==> src/verilog/timer16_params.svh <==
// constants for the 16-bit timer waveform block
`ifndef TIMER16_PARAMS_SVH
`define TIMER16_PARAMS_SVH
`define ADDR_CTRL_A 4'h0
`define ADDR_CTRL_B 4'h1
`define ADDR_CMP_A_LO 4'h2
`define ADDR_CMP_A_HI 4'h3
`define ADDR_CMP_B_LO 4'h4
`define ADDR_CMP_B_HI 4'h5
`define ADDR_CAP_LO 4'h6
`define ADDR_CAP_HI 4'h7
`define ADDR_CNT_LO 4'h8
`define ADDR_CNT_HI 4'h9
`define ADDR_FLAGS 4'ha
`define ADDR_DIR 4'hb
`define CTRL_RESET 8'h00
`define CTRL_B_MASK 8'h18
`define CTRL_A_RD_MASK 8'hf3
`define BIT_FORCE_A 3
`define BIT_FORCE_B 2
`define BIT_WAVE_HI 3
`define TOP_MAX 16'hffff
`define TOP_8 16'h00ff
`define TOP_9 16'h01ff
`define TOP_10 16'h03ff
`define MODE_NORMAL 4'h0
`define MODE_PC8 4'h1
`define MODE_PC9 4'h2
`define MODE_PC10 4'h3
`define MODE_CTC_CMP 4'h4
`define MODE_FAST8 4'h5
`define MODE_FAST9 4'h6
`define MODE_FAST10 4'h7
`define MODE_PFC_CAP 4'h8
`define MODE_PFC_CMP 4'h9
`define MODE_PC_CAP 4'ha
`define MODE_PC_CMP 4'hb
`define MODE_CTC_CAP 4'hc
`define MODE_FAST_CAP 4'he
`define MODE_FAST_CMP 4'hf
`define OM_OFF 2'b00
`define OM_TOGGLE 2'b01
`define OM_CLEAR 2'b10
`define OM_SET 2'b11
`endif

==> src/verilog/timer16_pkg.sv <==
// types for the 16-bit timer waveform block
package timer16_pkg;
  typedef enum logic [1:0] {wave_normal, wave_fast, wave_dual} wave_kind_e;
  typedef struct packed {
    logic [15:0] top;
    wave_kind_e kind;
    logic buf_at_top;
    logic buf_at_bottom;
    logic ovf_at_top;
    logic ovf_at_bottom;
    logic clear_on_top;
  } mode_info_s;
endpackage : timer16_pkg

==> src/verilog/timer16_wave_out.sv <==
// one compare output channel: waveform action and pin drive
`include "timer16_params.svh"
module timer16_wave_out
  import timer16_pkg::*;
(
  input wire logic core_clk, // clock
  input wire logic rst, // async reset
  input wire logic [1:0] out_mode, // channel output mode
  input wire wave_kind_e kind, // waveform kind
  input wire logic toggle_ok, // mode allows toggle
  input wire logic match, // compare match this cycle
  input wire logic match_is_top, // compare value equals top
  input wire logic at_top, // counter at top
  input wire logic counting_up, // dual slope direction
  input wire logic force_strobe, // forced compare
  input wire logic dir_out, // port direction is output
  input wire logic port_val, // normal port value
  output logic pin_out, // pin level
  output logic pin_oe_n // pin enable, low drives
);
  logic wave_ff;
  logic nxt_wave;
  logic connected;

  always_comb begin
    nxt_wave = wave_ff;
    case (kind)
      wave_normal: begin
        if (match || force_strobe) begin
          case (out_mode)
            `OM_TOGGLE: nxt_wave = ~wave_ff;
            `OM_CLEAR: nxt_wave = 1'b0;
            `OM_SET: nxt_wave = 1'b1;
            default: nxt_wave = wave_ff;
          endcase
        end
      end
      wave_fast: begin
        if (out_mode == `OM_TOGGLE) begin
          if (toggle_ok && match) begin
            nxt_wave = ~wave_ff;
          end
        end else if (out_mode[1]) begin
          if (at_top) begin
            nxt_wave = ~out_mode[0];
          end else if (match && !match_is_top) begin
            nxt_wave = out_mode[0];
          end
        end
      end
      wave_dual: begin
        if (out_mode == `OM_TOGGLE) begin
          if (toggle_ok && match) begin
            nxt_wave = ~wave_ff;
          end
        end else if (out_mode[1] && match) begin
          nxt_wave = counting_up ? out_mode[0] : ~out_mode[0];
        end
      end
      default: nxt_wave = wave_ff;
    endcase
  end

  assign connected = (out_mode == `OM_TOGGLE) ? toggle_ok : (out_mode != `OM_OFF);

  always_ff @(posedge core_clk or posedge rst) begin
    if (rst) begin
      wave_ff <= 1'b0;
    end else begin
      wave_ff <= nxt_wave;
    end
  end

  always_ff @(posedge core_clk or posedge rst) begin
    if (rst) begin
      pin_out <= 1'b0;
      pin_oe_n <= 1'b1;
    end else begin
      pin_out <= connected ? nxt_wave : port_val;
      pin_oe_n <= ~dir_out;
    end
  end
endmodule : timer16_wave_out

==> src/verilog/timer16_waveform_mode_control.sv <==
// 16-bit timer: control registers, counter sequence, compare buffering and outputs
//
// Overview of operation
// - nonzero channel A output mode hands its pin to the compare output, 01 only where toggle is allowed
// - nonzero channel B output mode hands its pin to the compare output, 01 only in non-PWM modes
// - pin is driven only when its direction bit selects output
// - non-PWM: 00 off, 01 toggle, 10 clear, 11 set on match
// - fast PWM: 10 clear on match set at top; 11 inverse
// - fast PWM toggle mode 01 only channel A in mode 15
// - fast PWM 10/11: match at top ignored, top action still done
// - dual-slope toggle 01 only channel A in mode 9
// - dual-slope: 10 clear up, set down; 11 inverse
// - force strobe applies a match action in non-PWM modes only
// - forced match sets no flag and never clears counter
// - force bits always read back as zero
// - two low mode bits plus two high bits form the mode
// - mode 0: top 0xffff, immediate update, overflow at max
// - mode 4 clears on compare A, mode 12 on capture
// - modes 1-3 dual slope, fixed tops, buffer at top, flag at bottom
// - modes 5-7, 14, 15 fast PWM; buffer and flag at top
// - modes 8, 9 phase-frequency correct; buffer and flag at bottom
// - modes 10, 11 phase correct; buffer at top, flag at bottom
// - high mode bits at 4:3 of second control register, reset zero
`include "timer16_params.svh"
module timer16_waveform_mode_control
  import timer16_pkg::*;
(
  input wire logic core_clk, // clock
  input wire logic rst, // async reset
  input wire logic [3:0] reg_addr, // register address
  input wire logic [7:0] reg_wdata, // write data
  input wire logic reg_wr, // write strobe
  input wire logic reg_rd, // read strobe
  input wire logic timer_tick, // timer clock enable
  input wire logic port_a_val, // normal port value pin a
  input wire logic port_b_val, // normal port value pin b
  output logic [7:0] reg_rdata, // read data
  output logic compare_pin_a_out, // pin a level
  output logic compare_pin_a_oe_n, // pin a enable, low drives
  output logic compare_pin_b_out, // pin b level
  output logic compare_pin_b_oe_n, // pin b enable, low drives
  output logic overflow_flag // overflow flag
);
  logic [7:0] ctrl_a_ff;
  logic [7:0] ctrl_b_ff;
  logic [15:0] cmp_a_buf_ff;
  logic [15:0] cmp_b_buf_ff;
  logic [15:0] cmp_a_ff;
  logic [15:0] cmp_b_ff;
  logic [15:0] capture_reg_ff;
  logic [15:0] count_ff;
  logic [7:0] temp_ff;
  logic [1:0] dir_ff;
  logic down_ff;
  logic ovf_ff;
  logic cmp_a_hit_ff;
  logic cmp_b_hit_ff;
  logic [3:0] wave_mode_select;
  logic [1:0] wave_mode_low;
  logic [1:0] wave_mode_high;
  logic [1:0] chan_a_output_mode;
  logic [1:0] chan_b_output_mode;
  mode_info_s mi;
  logic ctrl_a_wr;
  logic force_a;
  logic force_b;
  logic at_top;
  logic at_bottom;
  logic at_max;
  logic match_a;
  logic match_b;
  logic toggle_ok_a;
  logic toggle_ok_b;
  logic cnt_written;

  // --------------------------------------------------------------
  // mode decode
  // --------------------------------------------------------------
  function automatic mode_info_s decode_mode(input logic [3:0] m, input logic [15:0] cmp_a,
                                             input logic [15:0] cap);
    mode_info_s r;
    r = '{top: `TOP_MAX, kind: wave_normal, buf_at_top: 1'b0, buf_at_bottom: 1'b0,
          ovf_at_top: 1'b0, ovf_at_bottom: 1'b0, clear_on_top: 1'b0};
    case (m)
      `MODE_NORMAL: r.top = `TOP_MAX;
      `MODE_CTC_CMP: begin
        r.top = cmp_a;
        r.clear_on_top = 1'b1;
      end
      `MODE_CTC_CAP: begin
        r.top = cap;
        r.clear_on_top = 1'b1;
      end
      `MODE_PC8, `MODE_PC9, `MODE_PC10, `MODE_PC_CAP, `MODE_PC_CMP: begin
        r.kind = wave_dual;
        r.buf_at_top = 1'b1;
        r.ovf_at_bottom = 1'b1;
      end
      `MODE_PFC_CAP, `MODE_PFC_CMP: begin
        r.kind = wave_dual;
        r.buf_at_bottom = 1'b1;
        r.ovf_at_bottom = 1'b1;
      end
      `MODE_FAST8, `MODE_FAST9, `MODE_FAST10, `MODE_FAST_CAP, `MODE_FAST_CMP: begin
        r.kind = wave_fast;
        r.buf_at_top = 1'b1;
        r.ovf_at_top = 1'b1;
        r.clear_on_top = 1'b1;
      end
      default: r.top = `TOP_MAX;
    endcase
    case (m)
      `MODE_PC8, `MODE_FAST8: r.top = `TOP_8;
      `MODE_PC9, `MODE_FAST9: r.top = `TOP_9;
      `MODE_PC10, `MODE_FAST10: r.top = `TOP_10;
      `MODE_PFC_CAP, `MODE_PC_CAP, `MODE_FAST_CAP: r.top = cap;
      `MODE_PFC_CMP, `MODE_PC_CMP, `MODE_FAST_CMP: r.top = cmp_a;
      default: r.top = r.top;
    endcase
    return r;
  endfunction : decode_mode

  // --------------------------------------------------------------
  // channel a toggle decode
  // --------------------------------------------------------------
  function automatic logic toggle_allowed(input wave_kind_e k, input logic [3:0] m);
    logic ok;
    ok = 1'b0;
    case (k)
      wave_normal: ok = 1'b1;
      wave_fast: ok = (m == `MODE_FAST_CMP);
      wave_dual: ok = (m == `MODE_PFC_CMP) || (m == `MODE_FAST_CAP);
      default: ok = 1'b0;
    endcase
    return ok;
  endfunction : toggle_allowed

  assign wave_mode_low = ctrl_a_ff[1:0];
  assign wave_mode_high = ctrl_b_ff[`BIT_WAVE_HI + 1:`BIT_WAVE_HI];
  assign wave_mode_select = {wave_mode_high, wave_mode_low};
  assign chan_a_output_mode = ctrl_a_ff[7:6];
  assign chan_b_output_mode = ctrl_a_ff[5:4];
  assign mi = decode_mode(wave_mode_select, cmp_a_ff, capture_reg_ff);

  assign ctrl_a_wr = reg_wr && (reg_addr == `ADDR_CTRL_A);
  assign force_a = ctrl_a_wr && reg_wdata[`BIT_FORCE_A] && (mi.kind == wave_normal);
  assign force_b = ctrl_a_wr && reg_wdata[`BIT_FORCE_B] && (mi.kind == wave_normal);
  assign cnt_written = reg_wr && (reg_addr == `ADDR_CNT_LO);

  assign at_top = timer_tick && (count_ff == mi.top);
  assign at_bottom = timer_tick && (count_ff == 16'h0000);
  assign at_max = timer_tick && (count_ff == `TOP_MAX);
  // forced matches never reach the counter or the flags
  assign match_a = timer_tick && (count_ff == cmp_a_ff) && !cmp_a_hit_ff;
  assign match_b = timer_tick && (count_ff == cmp_b_ff) && !cmp_b_hit_ff;
  assign toggle_ok_a = toggle_allowed(mi.kind, wave_mode_select);
  // channel b never toggles in a PWM mode
  assign toggle_ok_b = (mi.kind == wave_normal);

  // --------------------------------------------------------------
  // control registers
  // --------------------------------------------------------------
  always_ff @(posedge core_clk or posedge rst) begin
    if (rst) begin
      ctrl_a_ff <= `CTRL_RESET;
      ctrl_b_ff <= `CTRL_RESET;
    end else if (reg_wr) begin
      case (reg_addr)
        `ADDR_CTRL_A: ctrl_a_ff <= reg_wdata & `CTRL_A_RD_MASK;
        `ADDR_CTRL_B: ctrl_b_ff <= reg_wdata & `CTRL_B_MASK;
        default: ctrl_a_ff <= ctrl_a_ff;
      endcase
    end
  end

  // port direction bits gate the pin drivers
  always_ff @(posedge core_clk or posedge rst) begin
    if (rst) begin
      dir_ff <= 2'b00;
    end else if (reg_wr && (reg_addr == `ADDR_DIR)) begin
      dir_ff <= reg_wdata[1:0];
    end
  end

  // --------------------------------------------------------------
  // 16-bit registers through a shared high byte
  // --------------------------------------------------------------
  always_ff @(posedge core_clk or posedge rst) begin
    if (rst) begin
      temp_ff <= 8'h00;
      cmp_a_buf_ff <= 16'h0000;
      cmp_b_buf_ff <= 16'h0000;
      capture_reg_ff <= 16'h0000;
    end else if (reg_wr) begin
      case (reg_addr)
        `ADDR_CMP_A_HI, `ADDR_CMP_B_HI, `ADDR_CAP_HI, `ADDR_CNT_HI: temp_ff <= reg_wdata;
        `ADDR_CMP_A_LO: cmp_a_buf_ff <= {temp_ff, reg_wdata};
        `ADDR_CMP_B_LO: cmp_b_buf_ff <= {temp_ff, reg_wdata};
        `ADDR_CAP_LO: capture_reg_ff <= {temp_ff, reg_wdata};
        default: temp_ff <= temp_ff;
      endcase
    end
  end

  // compare registers load from buffers per mode
  always_ff @(posedge core_clk or posedge rst) begin
    if (rst) begin
      cmp_a_ff <= 16'h0000;
      cmp_b_ff <= 16'h0000;
    end else if ((mi.kind == wave_normal) || (mi.buf_at_top && at_top) ||
                 (mi.buf_at_bottom && at_bottom)) begin
      cmp_a_ff <= cmp_a_buf_ff;
      cmp_b_ff <= cmp_b_buf_ff;
    end
  end

  // --------------------------------------------------------------
  // counter
  // --------------------------------------------------------------
  always_ff @(posedge core_clk or posedge rst) begin
    if (rst) begin
      count_ff <= 16'h0000;
      down_ff <= 1'b0;
    end else if (cnt_written) begin
      count_ff <= {temp_ff, reg_wdata};
    end else if (timer_tick) begin
      if (mi.kind == wave_dual) begin
        if (count_ff >= mi.top) begin
          down_ff <= 1'b1;
          count_ff <= count_ff - 16'h0001;
        end else if (down_ff && count_ff == 16'h0000) begin
          down_ff <= 1'b0;
          count_ff <= 16'h0001;
        end else begin
          count_ff <= down_ff ? count_ff - 16'h0001 : count_ff + 16'h0001;
        end
      end else begin
        down_ff <= 1'b0;
        count_ff <= (mi.clear_on_top && at_top) ? 16'h0000 : count_ff + 16'h0001;
      end
    end
  end

  // a counter write blocks a compare match on the next timer tick
  always_ff @(posedge core_clk or posedge rst) begin
    if (rst) begin
      cmp_a_hit_ff <= 1'b0;
      cmp_b_hit_ff <= 1'b0;
    end else if (cnt_written) begin
      cmp_a_hit_ff <= 1'b1;
      cmp_b_hit_ff <= 1'b1;
    end else if (timer_tick) begin
      cmp_a_hit_ff <= 1'b0;
      cmp_b_hit_ff <= 1'b0;
    end
  end

  // --------------------------------------------------------------
  // overflow flag, write one to clear, set wins
  // --------------------------------------------------------------
  always_ff @(posedge core_clk or posedge rst) begin
    if (rst) begin
      ovf_ff <= 1'b0;
    end else if ((mi.kind == wave_normal && at_max) || (mi.ovf_at_top && at_top) ||
                 (mi.ovf_at_bottom && at_bottom && down_ff)) begin
      ovf_ff <= 1'b1;
    end else if (reg_wr && reg_addr == `ADDR_FLAGS && reg_wdata[0]) begin
      ovf_ff <= 1'b0;
    end
  end

  always_ff @(posedge core_clk or posedge rst) begin
    if (rst) begin
      overflow_flag <= 1'b0;
    end else begin
      overflow_flag <= ovf_ff;
    end
  end

  // --------------------------------------------------------------
  // read port
  // --------------------------------------------------------------
  always_ff @(posedge core_clk or posedge rst) begin
    if (rst) begin
      reg_rdata <= 8'h00;
    end else if (reg_rd) begin
      case (reg_addr)
        `ADDR_CTRL_A: reg_rdata <= ctrl_a_ff & `CTRL_A_RD_MASK;
        `ADDR_CTRL_B: reg_rdata <= ctrl_b_ff;
        `ADDR_CMP_A_LO: reg_rdata <= cmp_a_buf_ff[7:0];
        `ADDR_CMP_A_HI: reg_rdata <= cmp_a_buf_ff[15:8];
        `ADDR_CMP_B_LO: reg_rdata <= cmp_b_buf_ff[7:0];
        `ADDR_CMP_B_HI: reg_rdata <= cmp_b_buf_ff[15:8];
        `ADDR_CAP_LO: reg_rdata <= capture_reg_ff[7:0];
        `ADDR_CAP_HI: reg_rdata <= capture_reg_ff[15:8];
        `ADDR_CNT_LO: reg_rdata <= count_ff[7:0];
        `ADDR_CNT_HI: reg_rdata <= count_ff[15:8];
        `ADDR_FLAGS: reg_rdata <= {7'h00, ovf_ff};
        `ADDR_DIR: reg_rdata <= {6'h00, dir_ff};
        default: reg_rdata <= 8'h00;
      endcase
    end else begin
      reg_rdata <= 8'h00;
    end
  end

  // --------------------------------------------------------------
  // output channels
  // --------------------------------------------------------------
  timer16_wave_out u_chan_a (
    .core_clk(core_clk),
    .rst(rst),
    .out_mode(chan_a_output_mode),
    .kind(mi.kind),
    .toggle_ok(toggle_ok_a),
    .match(match_a),
    .match_is_top(cmp_a_ff == mi.top),
    .at_top(at_top),
    .counting_up(!down_ff),
    .force_strobe(force_a),
    .dir_out(dir_ff[0]),
    .port_val(port_a_val),
    .pin_out(compare_pin_a_out),
    .pin_oe_n(compare_pin_a_oe_n)
  );

  timer16_wave_out u_chan_b (
    .core_clk(core_clk),
    .rst(rst),
    .out_mode(chan_b_output_mode),
    .kind(mi.kind),
    .toggle_ok(toggle_ok_b),
    .match(match_b),
    .match_is_top(cmp_b_ff == mi.top),
    .at_top(at_top),
    .counting_up(!down_ff),
    .force_strobe(force_b),
    .dir_out(dir_ff[1]),
    .port_val(port_b_val),
    .pin_out(compare_pin_b_out),
    .pin_oe_n(compare_pin_b_oe_n)
  );
endmodule : timer16_waveform_mode_control

==> config.mk <==
export PLATFORM = sky130hd
export DESIGN_NAME = timer16_waveform_mode_control
export DESIGN_NICKNAME = d
export VERILOG_FILES = /design/src/verilog/timer16_pkg.sv /design/src/verilog/timer16_wave_out.sv /design/src/verilog/timer16_waveform_mode_control.sv
export VERILOG_INCLUDE_DIRS = /design/src /design/src/verilog
export SDC_FILE = /design/constraint.sdc
export NUM_CORES = 1
export LEC_CHECK = 0
export BUFFER_PORTS_ARGS = -buffer_cell sky130_fd_sc_hd__buf_2
export CORE_UTILIZATION = 35
export CTS_BUF_LIST = sky130_fd_sc_hd__clkbuf_8 sky130_fd_sc_hd__clkbuf_16
export DETAILED_ROUTE_END_ITERATION = 10
export PLACE_DENSITY_LB_ADDON = 0.05
export SLEW_MARGIN = 20
export SYNTH_ARGS = -nofsm -noshare
export SYNTH_HDL_FRONTEND = slang
export SYNTH_SLANG_ARGS = --single-unit
==> constraint.sdc <==
create_clock -name core_clk -period 12.5 [get_ports core_clk]
set_clock_uncertainty 0.2 [all_clocks]
set_input_delay 2.5 -clock core_clk [delete_from_list [all_inputs] [get_ports core_clk]]
set_output_delay 2.5 -clock core_clk [all_outputs]
set_load 0.03 [all_outputs]
* After elaboration in Yosys (flattened, before gate mapping)
Index checks and enable logic that the tools add are counted.
** Storage, ports and cells
- Register bits :: 132
- Input port bits :: 19
- Logic and storage cells :: 187
** Operators by class
- $add $sub $neg :: 2
- Order comparisons :: 1
- Equal/unequal tests :: 40
- Mux-type cells :: 51
- Bitwise logic cells :: 7
- Reduce and logical (&&, ||, !) cells :: 65
** Operator list (count)
- two-way mux 16 bit :: 7
- case mux 8 bit (12 select lines) :: 1
- == test 16 bit :: 5
- case mux 16 bit (5 select lines) :: 1
- == test 4 bit (second input constant) :: 11
- two-way mux 1 bit :: 34
- == test 4 x 3 -> 1 bit (second input constant) :: 8
- case mux 16 bit (2 select lines) :: 1
- logical AND 1 bit :: 30
- adder 16 x 1 -> 16 bit (second input constant) :: 1
- == test 16 bit (second input constant) :: 1
- == test 4 x 2 -> 1 bit (second input constant) :: 4
- greater-or-equal comparator 16 bit :: 1
- zero test 16 bit :: 1
- subtractor 16 x 1 -> 16 bit (second input constant) :: 1
- case mux 1 bit (3 select lines) :: 5
- OR reduction 7 bit :: 2
- AND reduction 2 bit :: 6
- == test 2 bit (second input constant) :: 5
- OR reduction 10 bit :: 1
- == test 4 x 1 -> 1 bit (second input constant) :: 2
- two-way mux 8 bit :: 1
- nonzero test 2 bit :: 4
- OR reduction 2 bit :: 4
- 12 further kinds :: 29

* Logic depth before layout (Yosys ltp)
- Depth after elaboration :: 12
- Depth in mapped cells :: 17
- Mapped depth without buffers :: 12

* Modules after synthesis
Synthesis repeated with hierarchy kept, for this count alone.
** Second synthesis, totals
- Cells, all modules :: 898
- Area total of the unflattened synthesis :: 8846.0 um2
** Modules (own cells, without submodules)
- timer16_waveform_mode_control :: instances 1, cells an instance 830, area each 8293.0 um2, sequential area each 3153.0 um2
- timer16_wave_out :: instances 2, cells an instance 34, area each 276.5 um2, sequential area each 76.3 um2

* Worst setup path after synthesis
OpenSTA, ideal clock, no wires.
- Path type :: input port to flip-flop
- Start point :: input reg_addr[2]
- End point :: register cmp_b_buf_ff[0]
- Setup time :: 0.125 ns
- Arrival time :: 4.424 ns
- Required time :: 12.175 ns
- Setup slack :: 7.752 ns
- Stages :: 7
- Buffers on the path :: 3
- Cells stage by stage :: clkbuf_1 > inv_1 > nor2_1 > and3_1 > clkbuf_1 > buf_1 > mux2_2
** Between the ends
- Cells in the longest elaborated chain, start to end :: 2
** RTL lines
- start: declaration :: RTL line timer16_waveform_mode_control.sv:30 : input wire logic [3:0] reg_addr,
- == test 4 x 3 -> 1 bit :: RTL line timer16_waveform_mode_control.sv:195 : case (reg_addr)
- AND reduction 2 bit (no line)
- end signal: assignment :: RTL line timer16_waveform_mode_control.sv:198 : `ADDR_CMP_B_LO: cmp_b_buf_ff <= {temp_ff, reg_wdata};
- end: declaration :: RTL line timer16_waveform_mode_control.sv:47 : logic [15:0] cmp_b_buf_ff;
No other way between the ends.
A chain may end at the register's enable or synchronous reset.

* Final worst setup path
- Start point :: input timer_tick
- End point :: register count_ff[11]
** Between the ends
- Cells in the longest elaborated chain, start to end :: 6
- Elaborated cells on any way between the ends :: 7
** RTL lines
- start: declaration :: RTL line timer16_waveform_mode_control.sv:34 : input wire logic timer_tick,
- logical AND 1 bit :: RTL line timer16_waveform_mode_control.sv:150 : assign at_top = timer_tick && (count_ff == mi.top);
- logical AND 1 bit :: RTL line timer16_waveform_mode_control.sv:239 : count_ff <= (mi.clear_on_top && at_top) ? 16'h0000 : count_ff + 16'h0001;
- two-way mux 16 bit :: RTL line timer16_waveform_mode_control.sv:239
- two-way mux 16 bit :: RTL line timer16_waveform_mode_control.sv:227 : if (mi.kind == wave_dual) begin
- two-way mux 16 bit :: RTL line timer16_waveform_mode_control.sv:226 : end else if (timer_tick) begin
- two-way mux 16 bit :: RTL line timer16_waveform_mode_control.sv:224 : end else if (cnt_written) begin
- end signal: assignment :: RTL line timer16_waveform_mode_control.sv:225 : count_ff <= {temp_ff, reg_wdata};
- end signal: assignment :: RTL line timer16_waveform_mode_control.sv:230 : count_ff <= count_ff - 16'h0001;
- end signal: assignment :: RTL line timer16_waveform_mode_control.sv:239
- end: declaration :: RTL line timer16_waveform_mode_control.sv:51 : logic [15:0] count_ff;
Parallel ways exist; a longest one is shown, timed or not. The select of a mux whose other input is x is not followed.

==> results_tabular.tex <==
\begin{tabular}{lr}
\hline
Metric & Value \\
\hline
\multicolumn{2}{l}{\textbf{Outcome}} \\
Run status & finished clean \\
\multicolumn{2}{l}{\textbf{STA}} \\
Final setup violation count & 0 \\
Achievable frequency & 0.1772 GHz \\
Unrepaired setup endpoints after global routing & no \\
Post-route fraction of the period consumed by the critical path & 45.15\% \\
Worst slew margin relative to its limit & 23.46\% \\
Final hold violations & 0 \\
Final critical-path required period & 5.644 ns \\
Total count of max-transition violations in the final report & 0 \\
Worst Max-Slew Pin Slew & 1.148 ns \\
Smallest setup slack after layout & 6.856 ns \\
Accumulated negative setup slack & 0 ns \\
\multicolumn{2}{l}{\textbf{Critical path}} \\
Type of element launching the critical path & primary input \\
Reg2reg setup slack & 7.09 ns \\
Path type of the worst setup path & in2reg \\
Largest stage delay on the critical path & 0.98 ns \\
Crit path cell chain & buf\_2 -> nand2\_1 -> or4\_1 -> nor3\_1 -> o22ai\_2 -> a21oi\_1 -> o31ai\_1 -> a221oi\_1 -> o21ai\_0 \\
Critical Path Sink Type & register \\
Worst r2r src & ctrl\_b\_ff[4] \\
Maximum fanout along the worst path & 29 \\
Crit path required time & 12.61 ns \\
Cell count of the worst reg-to-reg path & 13 \\
Cell family contributing the most delay on the critical path & compound AO/OA/AOI/OAI gates \\
Endpoint of the most critical register-to-register path & count\_ff[11] \\
Endpoint arrival time on the critical path & 5.75 ns \\
Number of buffer and inverter stages on the critical path & 1 \\
Master of the slowest instance on the critical path & sky130\_fd\_sc\_hd\_\_a21oi\_1 \\
\multicolumn{2}{l}{\textbf{Floorplanning}} \\
Die area & 27400 um\^{}2 \\
Number of top-level design ports & 32 \\
Die width & 165.5 um \\
Count of standard-cell rows & 59 \\
Starting density of the core & 35.82\% \\
Die outline height & 165.5 um \\
Area inside the core boundary & 26130 um\^{}2 \\
\multicolumn{2}{l}{\textbf{Drt}} \\
Routed len/inst & 26.89 um \\
Routed wire length & 36840 um \\
Number of iterations in the first detailed-routing pass & 5 \\
Drt initial violations & 697 \\
Count of antenna-violating nets left after detailed routing & 0 \\
Via/cell ratio & 6.104 \\
Via count of the routed design & 8363 \\
DRC errors left & 0 \\
\multicolumn{2}{l}{\textbf{Logic synthesis}} \\
Netlist Area Pre-Place & 9360 um\^{}2 \\
Total of flip-flops plus latches after synthesis & 132 \\
Count of flip-flops with a built-in enable after synthesis & 0 \\
Post-synth ARST share & 100.0\% \\
Gate Count Post-Synth & 1037 \\
Synth Net Count & 1072 \\
Distinct cell type count after synthesis & 80 \\
Predominant post-synthesis flop cell & sky130\_fd\_sc\_hd\_\_dfrtp\_1 \\
Count of yosys warnings during synthesis & 0 \\
Sequential fraction of the synthesis area & 35.32\% \\
Post-synthesis area per instance & 9.026 um\^{}2 \\
\multicolumn{2}{l}{\textbf{Clock tree}} \\
H-tree levels & 4 \\
Number of resized instances in the post-cts repair step & 0 \\
TritonCTS clock tree & yes \\
Number of hold-repair buffers added at the cts stage & 0 \\
Total CTS buffers & 17 \\
Clock slew at reported path FFs & 0.07 ns \\
Number of sinks driven by the clock tree & 132 \\
Clock root buffer & sky130\_fd\_sc\_hd\_\_clkbuf\_16 \\
Clock Latency Late Sink & 0.44 ns \\
Post-CTS setup-driven buffer insertion count & 0 \\
Clock buffer depth & 2 \\
\multicolumn{2}{l}{\textbf{Global routing}} \\
Met2 demand-to-capacity share in global routing & 44.73\% \\
Maximum number of pins on one net before global-route repair & 69 \\
GR met1 Demand/Resource & 38.23\% \\
Most Crowded Layer GR & met2 \\
Global-route wire length before repair & 54320 um \\
Global route overflow & 0 \\
Vias in the first global route & 7906 \\
Met3 layer usage reported by global route & 3.846\% \\
Number of antenna violations at the first check in global routing & 0 \\
Global-route usage over all layers & 27.72\% \\
\multicolumn{2}{l}{\textbf{Power and ir drop}} \\
Proportion of power drawn by flip-flops and latches & 33.0\% \\
Switching power of the nets & 1.166 mW \\
Combinational group share of total power & 45.5\% \\
Internal power & 1.365 mW \\
Peak ir drop on the vdd network & 0.08995 mV \\
Power density relative to cell area & 244.7 nW/um\^{}2 \\
Leakage dissipation & 4.189 nW \\
Clk pwr share & 21.6\% \\
Switching power share of the total & 46.06\% \\
\multicolumn{2}{l}{\textbf{Placement}} \\
Placed wire-length estimate after detailed placement & 26290 um \\
Placer congestion estimate & 0.9649 \\
Placement-stage worst setup slack & 6.466 ns \\
Placed Instance Area & 9724 um\^{}2 \\
Count of buffers from port buffering & 31 \\
\multicolumn{2}{l}{\textbf{Cells and area}} \\
Fraction of final layout cells with drive strength greater than 1 & 18.36\% \\
Most common library cell in the layout ignoring fill and taps & sky130\_fd\_sc\_hd\_\_dfrtp\_1 \\
Area taken by flip-flops and latches & 3306 um\^{}2 \\
Post-route design area & 10340 um\^{}2 \\
Number of nets in the finished design & 1057 \\
Total inserted antenna cells & 0 \\
Number of fillers in the final layout & 2699 \\
Footprint of the multi-input gates & 5583 um\^{}2 \\
Syn-to-layout area delta & 10.52\% \\
Highest-count cells in the layout ignoring fill and taps & sky130\_fd\_sc\_hd\_\_dfrtp\_1, sky130\_fd\_sc\_hd\_\_nand2\_1, sky130\_fd\_sc\_hd\_\_mux2\_2 \\
\multicolumn{2}{l}{\textbf{Hold path}} \\
Hold\_sp & dir\_ff[1] \\
Kind of path behind the tightest hold check & reg2reg \\
Number of cells on the worst hold path & 1 \\
Endpoint of the worst hold-timing path & u\_chan\_b.pin\_oe\_n \\
\multicolumn{2}{l}{\textbf{Job}} \\
Max\_cap viols & 0 \\
\hline
\end{tabular}
-- metal layers --
metal,vias to the layer above,part of all wire [%]
li1,3816,-
met1,4264,46
met2,241,47
met3,42,4.6
met4,0,2.0
met5,-,0
-- state kept, by name, summed over array words and instances (netlist names), 2 cells and up --
name and cells:
count_ff 16, cmp_b_buf_ff 16, reg_rdata 8, capture_reg_ff 16
cmp_b_ff 16, temp_ff 8, ctrl_a_ff 6, dir_ff 2
cmp_a_ff 16, cmp_a_buf_ff 16, ctrl_b_ff 2
-- through the flow --
step	utilization (%)	hold slack, ns	total power [mW]	std cells
floorplan	-	0.1706	1.582	1037
global placement	37.21	0.2087	1.970	1338
detailed placement	37.21	0.2056	1.971	1338
CTS	39.58	0.2192	2.521	1370
global route	39.59	0.2407	2.665	1370
finish	39.59	0.2169	2.532	1370
-- cell usage after synthesis, types with 18 or more instances --
master	n	area share [%]
sky130_fd_sc_hd__nand3_1	27	1.4
sky130_fd_sc_hd__nand2_1	85	3.4
sky130_fd_sc_hd__inv_1	29	1.2
sky130_fd_sc_hd__mux2_2	80	9.6
sky130_fd_sc_hd__o22ai_1	18	1.2
sky130_fd_sc_hd__xor2_1	32	3.0
sky130_fd_sc_hd__a21oi_1	51	2.7
sky130_fd_sc_hd__clkbuf_1	60	2.4
sky130_fd_sc_hd__nor2_1	54	2.2
sky130_fd_sc_hd__dfrtp_1	130	35
sky130_fd_sc_hd__xnor2_1	44	4.1
sky130_fd_sc_hd__o21ai_0	78	4.2
sky130_fd_sc_hd__nor3_1	19	1.0
-- power by group through the flow --
stage / sequential [mW] / combinational, mW / clock [mW]
after detailed placement: 0.834 / 1.14 / 0
after global placement: 0.836 / 1.13 / 0
final: 0.835 / 1.15 / 0.546
after floorplan: 0.690 / 0.893 / 0
after global routing: 0.849 / 1.25 / 0.570
after CTS: 0.827 / 1.14 / 0.554
-- worst register-to-register path: cells and delay by family, from the launching register on --
| kind | cells | cell delay, ns |
|---|---|---|
| compound gates | 7 | 2.37 |
| buf+inv | 2 | 0.97 |
| simple gates | 2 | 0.70 |
| mux | 1 | 0.45 |
| flops | 1 | 0.36 |
| fa+ha+maj | 1 | 0.23 |
-- final cells by class --
type                    instances  area share [%]
clock inverters                15           1.863
repair buffers                 49           2.806
inverters                      33           1.246
well taps                     335           4.052
clock buffers                  17           4.112
multi-input cells             789           53.97
flip-flops and latches        132           31.95
-- cells by family (layout without fill, tap and decap cells) --
group / after synthesis / in the layout / synth area share (%)
buffers and inverters: 116 / 114 / 5.066
AO/OA/AOI/OAI: 295 / 295 / 21.28
XOR/XNOR: 76 / 76 / 7.111
adder cells (fa/ha/maj): 16 / 16 / 2.139
multiplexers: 97 / 97 / 11.87
AND/OR/NAND/NOR: 305 / 305 / 17.22
flip-flops: 132 / 132 / 35.32
-- worst max path at each step --
stage	end	startpoint	depth (start not counted)	slack, ns
CTS	count_ff[11]	timer_tick	9	6.92
floorplan	capture_reg_ff[0]	rst	1	6.28
finish	count_ff[11]	timer_tick	9	6.86
global placement	count_ff[11]	timer_tick	9	6.55
detailed placement	count_ff[11]	timer_tick	9	6.47
global route	count_ff[11]	timer_tick	9	6.56
No activity file was read; power rests on OpenSTA's default activity.
